## src/hw/bpp_pkg.sv

```systemverilog
// constants, timing and register map of the battery-pack protector
package bpp_pkg;
   // ==========================================
   // clock and timing
   localparam int unsigned CLK_PERIOD_NS = 20; // 50 MHz system clock
   localparam int unsigned STANDBY_NS = 79_000_000; // standby phase, 79 ms
   localparam int unsigned SAMPLE_NS = 500_000; // sample phase, 0.5 ms
   localparam int unsigned CUR_DELAY_NS = 3_000_000; // charge/discharge fault qualify, 3 ms
   localparam int unsigned SHORT_DELAY_NS = 450_000; // pack-short qualify, 450 us
   // nominal phase lengths round down, "more than" limits round up
   localparam logic [31:0] STANDBY_CYC = 32'(STANDBY_NS / CLK_PERIOD_NS);
   localparam logic [31:0] SAMPLE_CYC = 32'(SAMPLE_NS / CLK_PERIOD_NS);
   localparam logic [31:0] CUR_DELAY_CYC = 32'((CUR_DELAY_NS + CLK_PERIOD_NS - 1) / CLK_PERIOD_NS);
   localparam logic [31:0] SHORT_DELAY_CYC = 32'((SHORT_DELAY_NS + CLK_PERIOD_NS - 1) / CLK_PERIOD_NS);
   // ==========================================
   // sampling
   localparam int unsigned CELLS = 4; // cells in series
   localparam logic [2:0] QUAL_SAMPLES = 3'h4; // consecutive faulty samples to qualify
   // ==========================================
   // register map (byte addresses)
   localparam logic [7:0] REG_CONTROL = 8'h00; // rw: bit0 hysteresis enable
   localparam logic [7:0] REG_STATUS = 8'h04; // ro: mode, flags, faults, gates
   localparam logic [7:0] REG_COUNTS = 8'h08; // ro: sample counters
   localparam int unsigned CTRL_HYST_BIT = 0; // control: hysteresis release
   localparam logic CTRL_RESET = 1'h0; // control reset value
   localparam logic [1:0] RESP_OKAY = 2'h0; // axi okay
   localparam logic [1:0] RESP_SLVERR = 2'h2; // axi slave error
   // ==========================================
   // operating phases
   typedef enum logic [1:0] {
      BPP_SHUTDOWN,
      BPP_STANDBY,
      BPP_SAMPLE
   } bpp_mode_t;
endpackage

```

## src/hw/bpp_protector.sv

```systemverilog
// battery-pack protector control: modes, sampling, fault latches, gate drive, axi-lite registers
//
// Implementation choices: the AXI4-Lite slave port and the address map.
`timescale 1ns/1ns
module bpp_protector #(
   parameter logic [31:0] STANDBY_CYC = bpp_pkg::STANDBY_CYC, // standby phase length
   parameter logic [31:0] SAMPLE_CYC = bpp_pkg::SAMPLE_CYC, // sample phase length
   parameter logic [31:0] CUR_DELAY_CYC = bpp_pkg::CUR_DELAY_CYC, // current fault qualify
   parameter logic [31:0] SHORT_DELAY_CYC = bpp_pkg::SHORT_DELAY_CYC, // short fault qualify
   parameter int unsigned CELLS = bpp_pkg::CELLS // cells in series
) (
   input wire logic clk, // 50 MHz clock
   input wire logic arst_n, // async reset, active low
   input wire logic [CELLS-1:0] cell_over_in, // cell above high limit
   input wire logic [CELLS-1:0] cell_hyst_clear_in, // cell below high limit minus hysteresis
   input wire logic [CELLS-1:0] cell_under_in, // cell below low limit
   input wire logic charger_detect_in, // common source above top cell by margin
   input wire logic discharge_detect_in, // top cell above common source by margin
   input wire logic pack_ok_in, // pack voltage above 4.5 V
   input wire logic charge_current_in, // sense over charge limit
   input wire logic discharge_current_in, // sense over discharge limit
   input wire logic short_current_in, // sense over short limit
   input wire logic fet_force_off_in, // host forces all fets off
   input wire logic sleep_request_in, // host requests shutdown
   output logic trickle_gate_n, // trickle fet gate, low = on
   output logic fast_charge_gate_n, // fast-charge fet gate, low = on
   output logic discharge_gate_n, // discharge fet gate, low = on
   input wire logic [7:0] s_axi_awaddr, // write address
   input wire logic s_axi_awvalid, // write address valid
   output logic s_axi_awready, // write address ready
   input wire logic [31:0] s_axi_wdata, // write data
   input wire logic [3:0] s_axi_wstrb, // write byte enables
   input wire logic s_axi_wvalid, // write data valid
   output logic s_axi_wready, // write data ready
   output logic [1:0] s_axi_bresp, // write response
   output logic s_axi_bvalid, // write response valid
   input wire logic s_axi_bready, // write response ready
   input wire logic [7:0] s_axi_araddr, // read address
   input wire logic s_axi_arvalid, // read address valid
   output logic s_axi_arready, // read address ready
   output logic [31:0] s_axi_rdata, // read data
   output logic [1:0] s_axi_rresp, // read response
   output logic s_axi_rvalid, // read response valid
   input wire logic s_axi_rready // read response ready
);
   import bpp_pkg::*;

   // ==========================================
   // state
   bpp_mode_t mode; // operating phase
   bpp_mode_t next_mode; // phase for next cycle
   logic [31:0] phase_cnt; // cycles spent in current phase
   logic [2:0] over_cnt; // consecutive overvoltage samples
   logic [2:0] under_cnt; // consecutive undervoltage samples
   logic over_flag; // qualified overvoltage held
   logic under_flag; // qualified undervoltage held
   logic [31:0] chg_cnt; // charge comparator run length
   logic [31:0] dis_cnt; // discharge comparator run length
   logic [31:0] sht_cnt; // short comparator run length
   logic chg_fault; // latched charge-current fault
   logic dis_fault; // latched discharge-current fault
   logic sht_fault; // latched pack-short fault
   logic hyst_en; // control: release through hysteresis comparator

   // ==========================================
   // decode
   wire any_over = |cell_over_in; // some cell high
   wire any_under = |cell_under_in; // some cell low
   wire all_hyst_clear = &cell_hyst_clear_in; // every cell below release level
   wire in_normal = (mode != BPP_SHUTDOWN); // standby or sample
   wire standby_done = (mode == BPP_STANDBY) && (phase_cnt == STANDBY_CYC - 32'h1);
   wire sample_strobe = (mode == BPP_SAMPLE) && (phase_cnt == SAMPLE_CYC - 32'h1);
   // released only at the end of a sample; hysteresis variant needs the lower level
   wire over_release = sample_strobe && (hyst_en ? all_hyst_clear : !any_over);
   wire over_qual = sample_strobe && any_over && (over_cnt == QUAL_SAMPLES - 3'h1);
   wire under_qual = sample_strobe && any_under && (under_cnt == QUAL_SAMPLES - 3'h1);
   wire under_release = sample_strobe && !any_under;
   wire sleep_cause = sleep_request_in && !charger_detect_in;
   wire uv_cause = (under_qual || under_flag) && !charger_detect_in;
   wire wake_cause = charger_detect_in && pack_ok_in;
   wire deep_dis = charger_detect_in && !pack_ok_in; // deep discharge, trickle only
   // comparators qualify only in normal mode, both phases
   wire chg_trip = in_normal && charge_current_in && (chg_cnt >= CUR_DELAY_CYC);
   wire dis_trip = in_normal && discharge_current_in && (dis_cnt >= CUR_DELAY_CYC);
   wire sht_trip = in_normal && short_current_in && (sht_cnt >= SHORT_DELAY_CYC);
   // off requests per gate
   wire common_off = fet_force_off_in || (mode == BPP_SHUTDOWN) || dis_fault || sht_fault;
   wire next_trickle_n = common_off || over_flag || chg_fault || (under_flag && !charger_detect_in);
   wire next_fast_n = common_off || over_flag || chg_fault || under_flag || deep_dis;
   wire next_dis_n = common_off || under_flag || deep_dis;

   // ==========================================
   // phase sequencer
   always_comb begin
      next_mode = mode;
      case (mode)
         BPP_SHUTDOWN: begin
            if (wake_cause) begin
               next_mode = BPP_STANDBY;
            end
         end
         BPP_STANDBY: begin
            if (sleep_cause || uv_cause) begin
               next_mode = BPP_SHUTDOWN;
            end else if (standby_done) begin
               next_mode = BPP_SAMPLE;
            end
         end
         BPP_SAMPLE: begin
            if (sleep_cause || uv_cause) begin
               next_mode = BPP_SHUTDOWN;
            end else if (sample_strobe) begin
               next_mode = BPP_STANDBY;
            end
         end
         default: begin
            next_mode = BPP_SHUTDOWN;
         end
      endcase
   end

   // phase register and its cycle counter
   always_ff @(posedge clk or negedge arst_n) begin
      if (!arst_n) begin
         mode <= BPP_STANDBY;
         phase_cnt <= 32'h0;
      end else begin
         mode <= next_mode;
         phase_cnt <= (next_mode != mode) ? 32'h0 : phase_cnt + 32'h1;
      end
   end

   // ==========================================
   // consecutive sample counters and voltage flags
   always_ff @(posedge clk or negedge arst_n) begin
      if (!arst_n) begin
         over_cnt <= 3'h0;
         under_cnt <= 3'h0;
         over_flag <= 1'h0;
         under_flag <= 1'h0;
      end else if (mode == BPP_SHUTDOWN) begin
         // a fresh start after wake, voltages are re-qualified
         over_cnt <= 3'h0;
         under_cnt <= 3'h0;
         over_flag <= 1'h0;
         under_flag <= 1'h0;
      end else if (sample_strobe) begin
         // saturate at the qualify count; a clean sample restarts the run
         over_cnt <= !any_over ? 3'h0 : (over_qual || over_flag) ? QUAL_SAMPLES : over_cnt + 3'h1;
         under_cnt <= !any_under ? 3'h0 : (under_qual || under_flag) ? QUAL_SAMPLES : under_cnt + 3'h1;
         over_flag <= over_qual || (over_flag && !over_release);
         under_flag <= under_qual || (under_flag && !under_release);
      end
   end

   // ==========================================
   // current fault qualification, one per comparator
   always_ff @(posedge clk or negedge arst_n) begin
      if (!arst_n) begin
         chg_cnt <= 32'h0;
         dis_cnt <= 32'h0;
         sht_cnt <= 32'h0;
      end else begin
         // a dropout restarts the qualify time; counts stop at the limit
         chg_cnt <= (in_normal && charge_current_in) ? (chg_trip ? chg_cnt : chg_cnt + 32'h1) : 32'h0;
         dis_cnt <= (in_normal && discharge_current_in) ? (dis_trip ? dis_cnt : dis_cnt + 32'h1) : 32'h0;
         sht_cnt <= (in_normal && short_current_in) ? (sht_trip ? sht_cnt : sht_cnt + 32'h1) : 32'h0;
      end
   end

   // fault latches; a trip in the clearing cycle wins
   always_ff @(posedge clk or negedge arst_n) begin
      if (!arst_n) begin
         chg_fault <= 1'h0;
         dis_fault <= 1'h0;
         sht_fault <= 1'h0;
      end else begin
         chg_fault <= chg_trip || (chg_fault && !discharge_detect_in);
         dis_fault <= dis_trip || (dis_fault && !charger_detect_in);
         sht_fault <= sht_trip || (sht_fault && !charger_detect_in);
      end
   end

   // ==========================================
   // gate drivers, registered, high means fet off
   always_ff @(posedge clk or negedge arst_n) begin
      if (!arst_n) begin
         trickle_gate_n <= 1'h1;
         fast_charge_gate_n <= 1'h1;
         discharge_gate_n <= 1'h1;
      end else begin
         trickle_gate_n <= next_trickle_n;
         fast_charge_gate_n <= next_fast_n;
         discharge_gate_n <= next_dis_n;
      end
   end

   // ==========================================
   // axi4-lite slave: one write and one read at a time
   logic aw_held; // write address captured
   logic w_held; // write data captured
   logic [7:0] aw_addr; // captured write address
   logic [31:0] w_data; // captured write data
   logic [3:0] w_strb; // captured byte enables
   wire wr_fire = aw_held && w_held && !s_axi_bvalid; // both halves present
   wire wr_ctrl = (aw_addr == REG_CONTROL); // control is the only writable word
   wire wr_ok = wr_ctrl || (aw_addr == REG_STATUS) || (aw_addr == REG_COUNTS);
   wire rd_fire = s_axi_arvalid && s_axi_arready; // read address taken
   wire rd_ok = (s_axi_araddr == REG_CONTROL) || (s_axi_araddr == REG_STATUS) || (s_axi_araddr == REG_COUNTS);
   wire [31:0] status_word = {22'h0, discharge_gate_n, fast_charge_gate_n, trickle_gate_n,
      sht_fault, dis_fault, chg_fault, under_flag, over_flag, 2'(mode)};
   wire [31:0] counts_word = {25'h0, under_cnt, 1'h0, over_cnt};
   wire [31:0] rd_word = (s_axi_araddr == REG_CONTROL) ? {31'h0, hyst_en} :
      (s_axi_araddr == REG_STATUS) ? status_word :
      (s_axi_araddr == REG_COUNTS) ? counts_word : 32'h0;

   // write channels, taken in either order
   always_ff @(posedge clk or negedge arst_n) begin
      if (!arst_n) begin
         aw_held <= 1'h0;
         w_held <= 1'h0;
         aw_addr <= 8'h0;
         w_data <= 32'h0;
         w_strb <= 4'h0;
      end else begin
         if (s_axi_awvalid && s_axi_awready) begin
            aw_held <= 1'h1;
            aw_addr <= s_axi_awaddr;
         end else if (wr_fire) begin
            aw_held <= 1'h0;
         end
         if (s_axi_wvalid && s_axi_wready) begin
            w_held <= 1'h1;
            w_data <= s_axi_wdata;
            w_strb <= s_axi_wstrb;
         end else if (wr_fire) begin
            w_held <= 1'h0;
         end
      end
   end

   // write response and control register; status words ignore writes
   always_ff @(posedge clk or negedge arst_n) begin
      if (!arst_n) begin
         s_axi_awready <= 1'h0;
         s_axi_wready <= 1'h0;
         s_axi_bvalid <= 1'h0;
         s_axi_bresp <= RESP_OKAY;
         hyst_en <= CTRL_RESET;
      end else begin
         s_axi_awready <= !aw_held && !(s_axi_awvalid && s_axi_awready) && !s_axi_bvalid;
         s_axi_wready <= !w_held && !(s_axi_wvalid && s_axi_wready) && !s_axi_bvalid;
         if (wr_fire) begin
            s_axi_bvalid <= 1'h1;
            s_axi_bresp <= wr_ok ? RESP_OKAY : RESP_SLVERR;
            if (wr_ctrl && w_strb[0]) begin
               hyst_en <= w_data[CTRL_HYST_BIT];
            end
         end else if (s_axi_bready) begin
            s_axi_bvalid <= 1'h0;
         end
      end
   end

   // read channel, answer the cycle after the address
   always_ff @(posedge clk or negedge arst_n) begin
      if (!arst_n) begin
         s_axi_arready <= 1'h0;
         s_axi_rvalid <= 1'h0;
         s_axi_rdata <= 32'h0;
         s_axi_rresp <= RESP_OKAY;
      end else begin
         s_axi_arready <= !s_axi_rvalid && !rd_fire;
         if (rd_fire) begin
            s_axi_rvalid <= 1'h1;
            s_axi_rdata <= rd_word;
            s_axi_rresp <= rd_ok ? RESP_OKAY : RESP_SLVERR;
         end else if (s_axi_rready) begin
            s_axi_rvalid <= 1'h0;
         end
      end
   end

   // ==========================================
   // checks
   property p_sleep_enters;
      @(posedge clk) disable iff (!arst_n)
         (in_normal && sleep_request_in && !charger_detect_in) |=> (mode == BPP_SHUTDOWN);
   endproperty
   a_sleep_enters: assert property (p_sleep_enters) else $error("sleep request did not shut down");

   property p_shutdown_gates;
      @(posedge clk) disable iff (!arst_n)
         (mode == BPP_SHUTDOWN) |=> (trickle_gate_n && fast_charge_gate_n && discharge_gate_n);
   endproperty
   a_shutdown_gates: assert property (p_shutdown_gates) else $error("gate on during shutdown");

   property p_wake;
      @(posedge clk) disable iff (!arst_n)
         (mode == BPP_SHUTDOWN && charger_detect_in && pack_ok_in) |=> (mode == BPP_STANDBY);
   endproperty
   a_wake: assert property (p_wake) else $error("no wake with charger and pack ok");

   property p_standby_len;
      @(posedge clk) disable iff (!arst_n)
         (mode == BPP_SAMPLE && $past(mode) == BPP_STANDBY) |-> ($past(phase_cnt) == STANDBY_CYC - 32'h1);
   endproperty
   a_standby_len: assert property (p_standby_len) else $error("standby phase wrong length");

   property p_sample_len;
      @(posedge clk) disable iff (!arst_n)
         (mode == BPP_STANDBY && $past(mode) == BPP_SAMPLE) |-> ($past(phase_cnt) == SAMPLE_CYC - 32'h1);
   endproperty
   a_sample_len: assert property (p_sample_len) else $error("sample phase wrong length");

   property p_over_qual;
      @(posedge clk) disable iff (!arst_n) over_qual |=> over_flag ##1 (fast_charge_gate_n && trickle_gate_n);
   endproperty
   a_over_qual: assert property (p_over_qual) else $error("overvoltage did not stop charge");

   property p_clean_reset;
      @(posedge clk) disable iff (!arst_n)
         (sample_strobe && !any_over && !any_under) |=> (over_cnt == 3'h0 && under_cnt == 3'h0);
   endproperty
   a_clean_reset: assert property (p_clean_reset) else $error("clean sample kept a count");

   property p_chg_fault;
      @(posedge clk) disable iff (!arst_n) chg_trip |=> chg_fault ##1 (fast_charge_gate_n && trickle_gate_n);
   endproperty
   a_chg_fault: assert property (p_chg_fault) else $error("charge fault not latched");

   property p_sht_latch;
      @(posedge clk) disable iff (!arst_n) (sht_fault && !charger_detect_in) |=> sht_fault;
   endproperty
   a_sht_latch: assert property (p_sht_latch) else $error("short fault cleared without charger");

   property p_force_off;
      @(posedge clk) disable iff (!arst_n)
         fet_force_off_in |=> (trickle_gate_n && fast_charge_gate_n && discharge_gate_n);
   endproperty
   a_force_off: assert property (p_force_off) else $error("force-off left a gate on");

   property p_all_on;
      @(posedge clk) disable iff (!arst_n)
         !(next_trickle_n | next_fast_n | next_dis_n) |=> !(trickle_gate_n | fast_charge_gate_n | discharge_gate_n);
   endproperty
   a_all_on: assert property (p_all_on) else $error("gate off without a cause");
endmodule // bpp_protector
```

## config.mk

```make
export PLATFORM = sky130hd
export DESIGN_NAME = bpp_protector
export DESIGN_NICKNAME = d
export VERILOG_FILES = /design/src/hw/bpp_pkg.sv /design/src/hw/bpp_protector.sv
export SDC_FILE = /design/constraint.sdc
export NUM_CORES = 1
export LEC_CHECK = 0
export BUFFER_PORTS_ARGS = -buffer_cell sky130_fd_sc_hd__clkbuf_2
export CORE_MARGIN = 2
export CORE_UTILIZATION = 25
export CTS_BUF_LIST = sky130_fd_sc_hd__clkbuf_4 sky130_fd_sc_hd__clkbuf_8
export DETAILED_ROUTE_END_ITERATION = 8
export HOLD_SLACK_MARGIN = 0.08
export MAX_ROUTING_LAYER = met4
export PLACE_DENSITY_LB_ADDON = 0.08
export SYNTH_ARGS = -nofsm -noshare
export SYNTH_HDL_FRONTEND = slang
export SYNTH_SLANG_ARGS = --single-unit
```

## constraint.sdc

```tcl
create_clock -name clk -period 6.6 [get_ports clk]
set_clock_uncertainty 0.05 [all_clocks]
set_input_delay 1.32 -clock clk [delete_from_list [all_inputs] [get_ports clk]]
set_output_delay 1.32 -clock clk [all_outputs]
set_load 0.01 [all_outputs]
```

==> impl_metrics.py <==
metrics = {
    "drt": {
        "vias_per_cell": 4.60,
        "top_layer_used": "met4",
        "first_pass_iters": 5,
        "route.met3.wl_um": 556,
        "wl_per_cell_um": 14.6,
        "wl_met1_um": 9400,
        "ant_nets": 0,
        "dr_total_vias": 6117,
        "drc_errors": 0,
        "drtIter0Drc": 292,
        "met2WireLength_um": 8980,
        "drt-total-wl_um": 19400,
    },
    "min_path": {
        "min_path_cells": 1,
        "hp-class": "flip-flop to flip-flop",
        "hold_path_end": "s_axi_awready",
        "min-delay-start": "aw_held",
    },
    "timing": {
        "setup_viol": 0,
        "timing.hold.ws_ns": 0.408,
        "hold_viol_final": 0,
        "relSlewSlack_pct": 32.9,
        "final.min_clock_period_ns": 2.86,
        "maxSlewViolCount": 0,
        "tightest_slew_ns": 1.00,
        "post-route-period-util_pct": 43.3,
        "fmax_mhz": 350,
        "timing.setup.tns_ns": 0,
        "final.setup.worst_slack_ns": 3.74,
        "rsz0062_at_grt": "no",
    },
    "power": {
        "leakage_nw": 4.13,
        "ir_drop_uv": 129,
        "p_per_area_mw_per_mm2": 239,
        "design_power_total_mw": 2.23,
    },
    "clock_tree": {
        "clock_sinks": 174,
        "post_cts_buffers": 0,
        "cts_made_buffers": 17,
        "clk_pin_slew_ns": 0.10,
        "insertion_delay_ns": 0.47,
        "ctsHoldBuffers": 0,
        "cts_resized": 0,
        "cts_tree": "done",
        "cts_buffer_depth": 2,
        "htree_levels": 4,
        "cts-root-buf": "clkbuf_8",
    },
    "worst_setup_path": {
        "r2r-start": "mode[0]",
        "cp_max_fo": 48,
        "regToRegSetupSlack_ns": 3.74,
        "crit_arrival_ns": 3.22,
        "start_kind": "flip-flop",
        "setup.worst_path.class": "flip-flop to flip-flop",
        "r2r_end": "chg_cnt[14]",
        "end_kind": "flip-flop",
        "required_ns": 6.96,
        "r2r_cells": 5,
    },
    "synthesis": {
        "yosysTopAreaCellShare_pct": 51.9,
        "syn_avg_cell_area_um2": 10.1,
        "synth_edf_count": 0,
        "async_flop_share_pct": 100,
        "synth.distinct_cells": 59,
        "synth_most_common_cell": "dfrtp_1",
        "syn_inst": 812,
        "synth.top_cells.by_count": "170 x dfrtp_1, 65 x nand2_1, 63 x nor2_1",
        "ys_warn_count": 0,
        "netlist_area_mm2": 0.00820,
        "synth_seq_cells": 174,
        "synth.area.top_cells": "dfrtp_1 52%, and3_1 4.0%, nand2_1 3.0%",
        "yosysSeqAreaShare_pct": 53.2,
        "synth_top_flop_cell": "dfrtp_1",
        "yosys.area.top_type": "dfrtp_1",
    },
    "global_routing": {
        "grt_overflow_total": 0,
        "grt_pass1_vias": 6090,
        "grt_pass1_wl_um": 32400,
        "grt_max_degree": 71,
        "antenna_found_initial": 1,
        "grt_usage_pct": 12.4,
    },
    "die": {
        "core-area_mm2": 0.0325,
        "die_area_mm2": 0.0343,
        "rows": 66,
        "die_w_um": 185,
        "chipHeight_um": 185,
        "initial_core_util_pct": 25.3,
        "ios": 123,
    },
    "place": {
        "routabilityCongestion": 0.685,
        "dp_slack_ns": 3.23,
        "hpwl_um": 13000,
        "dp.cells": 1298,
        "place.port_buffers": 64,
    },
    "outcome": {
        "status": "complete, no violations",
    },
    "finish": {
        "layout-drive-gt1-share_pct": 14.5,
        "layout.cells.non_filler": 1331,
        "syn2layout_area_growth_pct": 13.7,
        "nNetsFinal": 965,
    },
    "flow_run": {
        "drv_cap": 0,
    },
}
==> registers in the layout, indices dropped and copies added (netlist names), 2 cells and up <==
name and cells:
over_cnt 3, mode 2, dis_cnt 32, under_cnt 3
aw_addr 8, s_axi_rdata 10, phase_cnt 32, chg_cnt 32
sht_cnt 32
==> metrics by stage <==
step	util, %	cell area, um2
detailed placement	27.5	8940
global route	28.7	9320
CTS	28.7	9320
finish	28.7	9320
floorplan	-	8290
global placement	27.5	8940
==> critical path, stage by stage, from the launching register on <==
cell and delay [ns]:
dfstp_2 0.62, or2_2 0.30, buf_4 0.42, nand2_1 0.51
or4b_2 0.77, nand2_1 0.08
==> cells in the final DEF, fill, tap and decap left out, types with 3 or more instances in the layout <==
cell type	instances
a2111o_1	3
a211oi_1	4
a21oi_1	44
a222oi_1	5
a22o_1	5
a31o_2	3
and2_1	5
and3_1	52
and4_1	7
buf_4	6
clkbuf_2	63
clkbuf_8	20
clkinv_2	3
clkinv_4	4
conb_1	24
dfrtp_1	170
dfstp_2	4
ha_1	11
inv_1	38
mux2_2	11
mux2i_1	4
nand2_1	65
nand3_1	35
nand4_1	23
nor2_1	63
nor3_1	15
nor4_1	18
nor4b_1	3
o211ai_1	4
o21a_1	3
o21ai_0	41
o31ai_1	12
or3_1	31
or4_1	17
xnor2_1	21
xor2_1	11
==> area by class of cell <==
| cell class | instances | area [um2] |
|---|---|---|
| antenna | 1 | 2.50 |
| clock buffer | 20 | 269 |
| clock inverter | 12 | 113 |
| fill | 3442 | 23100 |
| inverter | 38 | 143 |
| multi-input combinational | 574 | 3510 |
| sequential | 174 | 4360 |
| tap | 442 | 553 |
| timing repair buffer | 70 | 374 |
==> kinds of logic (layout without fill, tap and decap cells) <==
group	count (synthesis)	in the layout	synth area share, %
other	1	25	0.0457
buffers and inverters	87	140	5.13
AO/OA/AOI/OAI	144	144	11.7
AND/OR/NAND/NOR	348	348	22.8
multiplexers	15	15	2.00
adder cells (fa/ha/maj)	11	11	1.68
XOR/XNOR	32	32	3.42
flip-flops	174	174	53.2
==> layer usage <==
layer  track usage [%]  vias to the layer above
met1              15.9                     2980
met3              2.16                       19
met5                 -                        -
met4              4.95                        0
met2              19.5                       86
li1                  -                     3032
==> power by group <==
group	internal (mW)	leakage, nW	total, mW	switching [mW]
logic	0.106	1.57	0.274	0.168
registers	1.15	2.37	1.21	0.0646
clock network	0.325	0.193	0.744	0.418
total	1.58	4.13	2.23	0.651
==> worst max-delay path by stage <==
stage / cells past startpoint / endpoint / from / slack (ns)
3_3_place_gp: 6 / s_axi_rdata[2] / s_axi_araddr[1] / 3.28
2_1_floorplan: 5 / phase_cnt[27] / sleep_request_in / 3.85
3_5_place_dp: 6 / s_axi_rdata[2] / s_axi_araddr[1] / 3.23
5_1_grt: 5 / chg_cnt[14] / mode[0] / 3.54
4_1_cts: 5 / chg_cnt[14] / mode[0] / 3.72
6_report: 5 / chg_cnt[14] / mode[0] / 3.74
No activity file was read; power rests on OpenSTA's default activity.
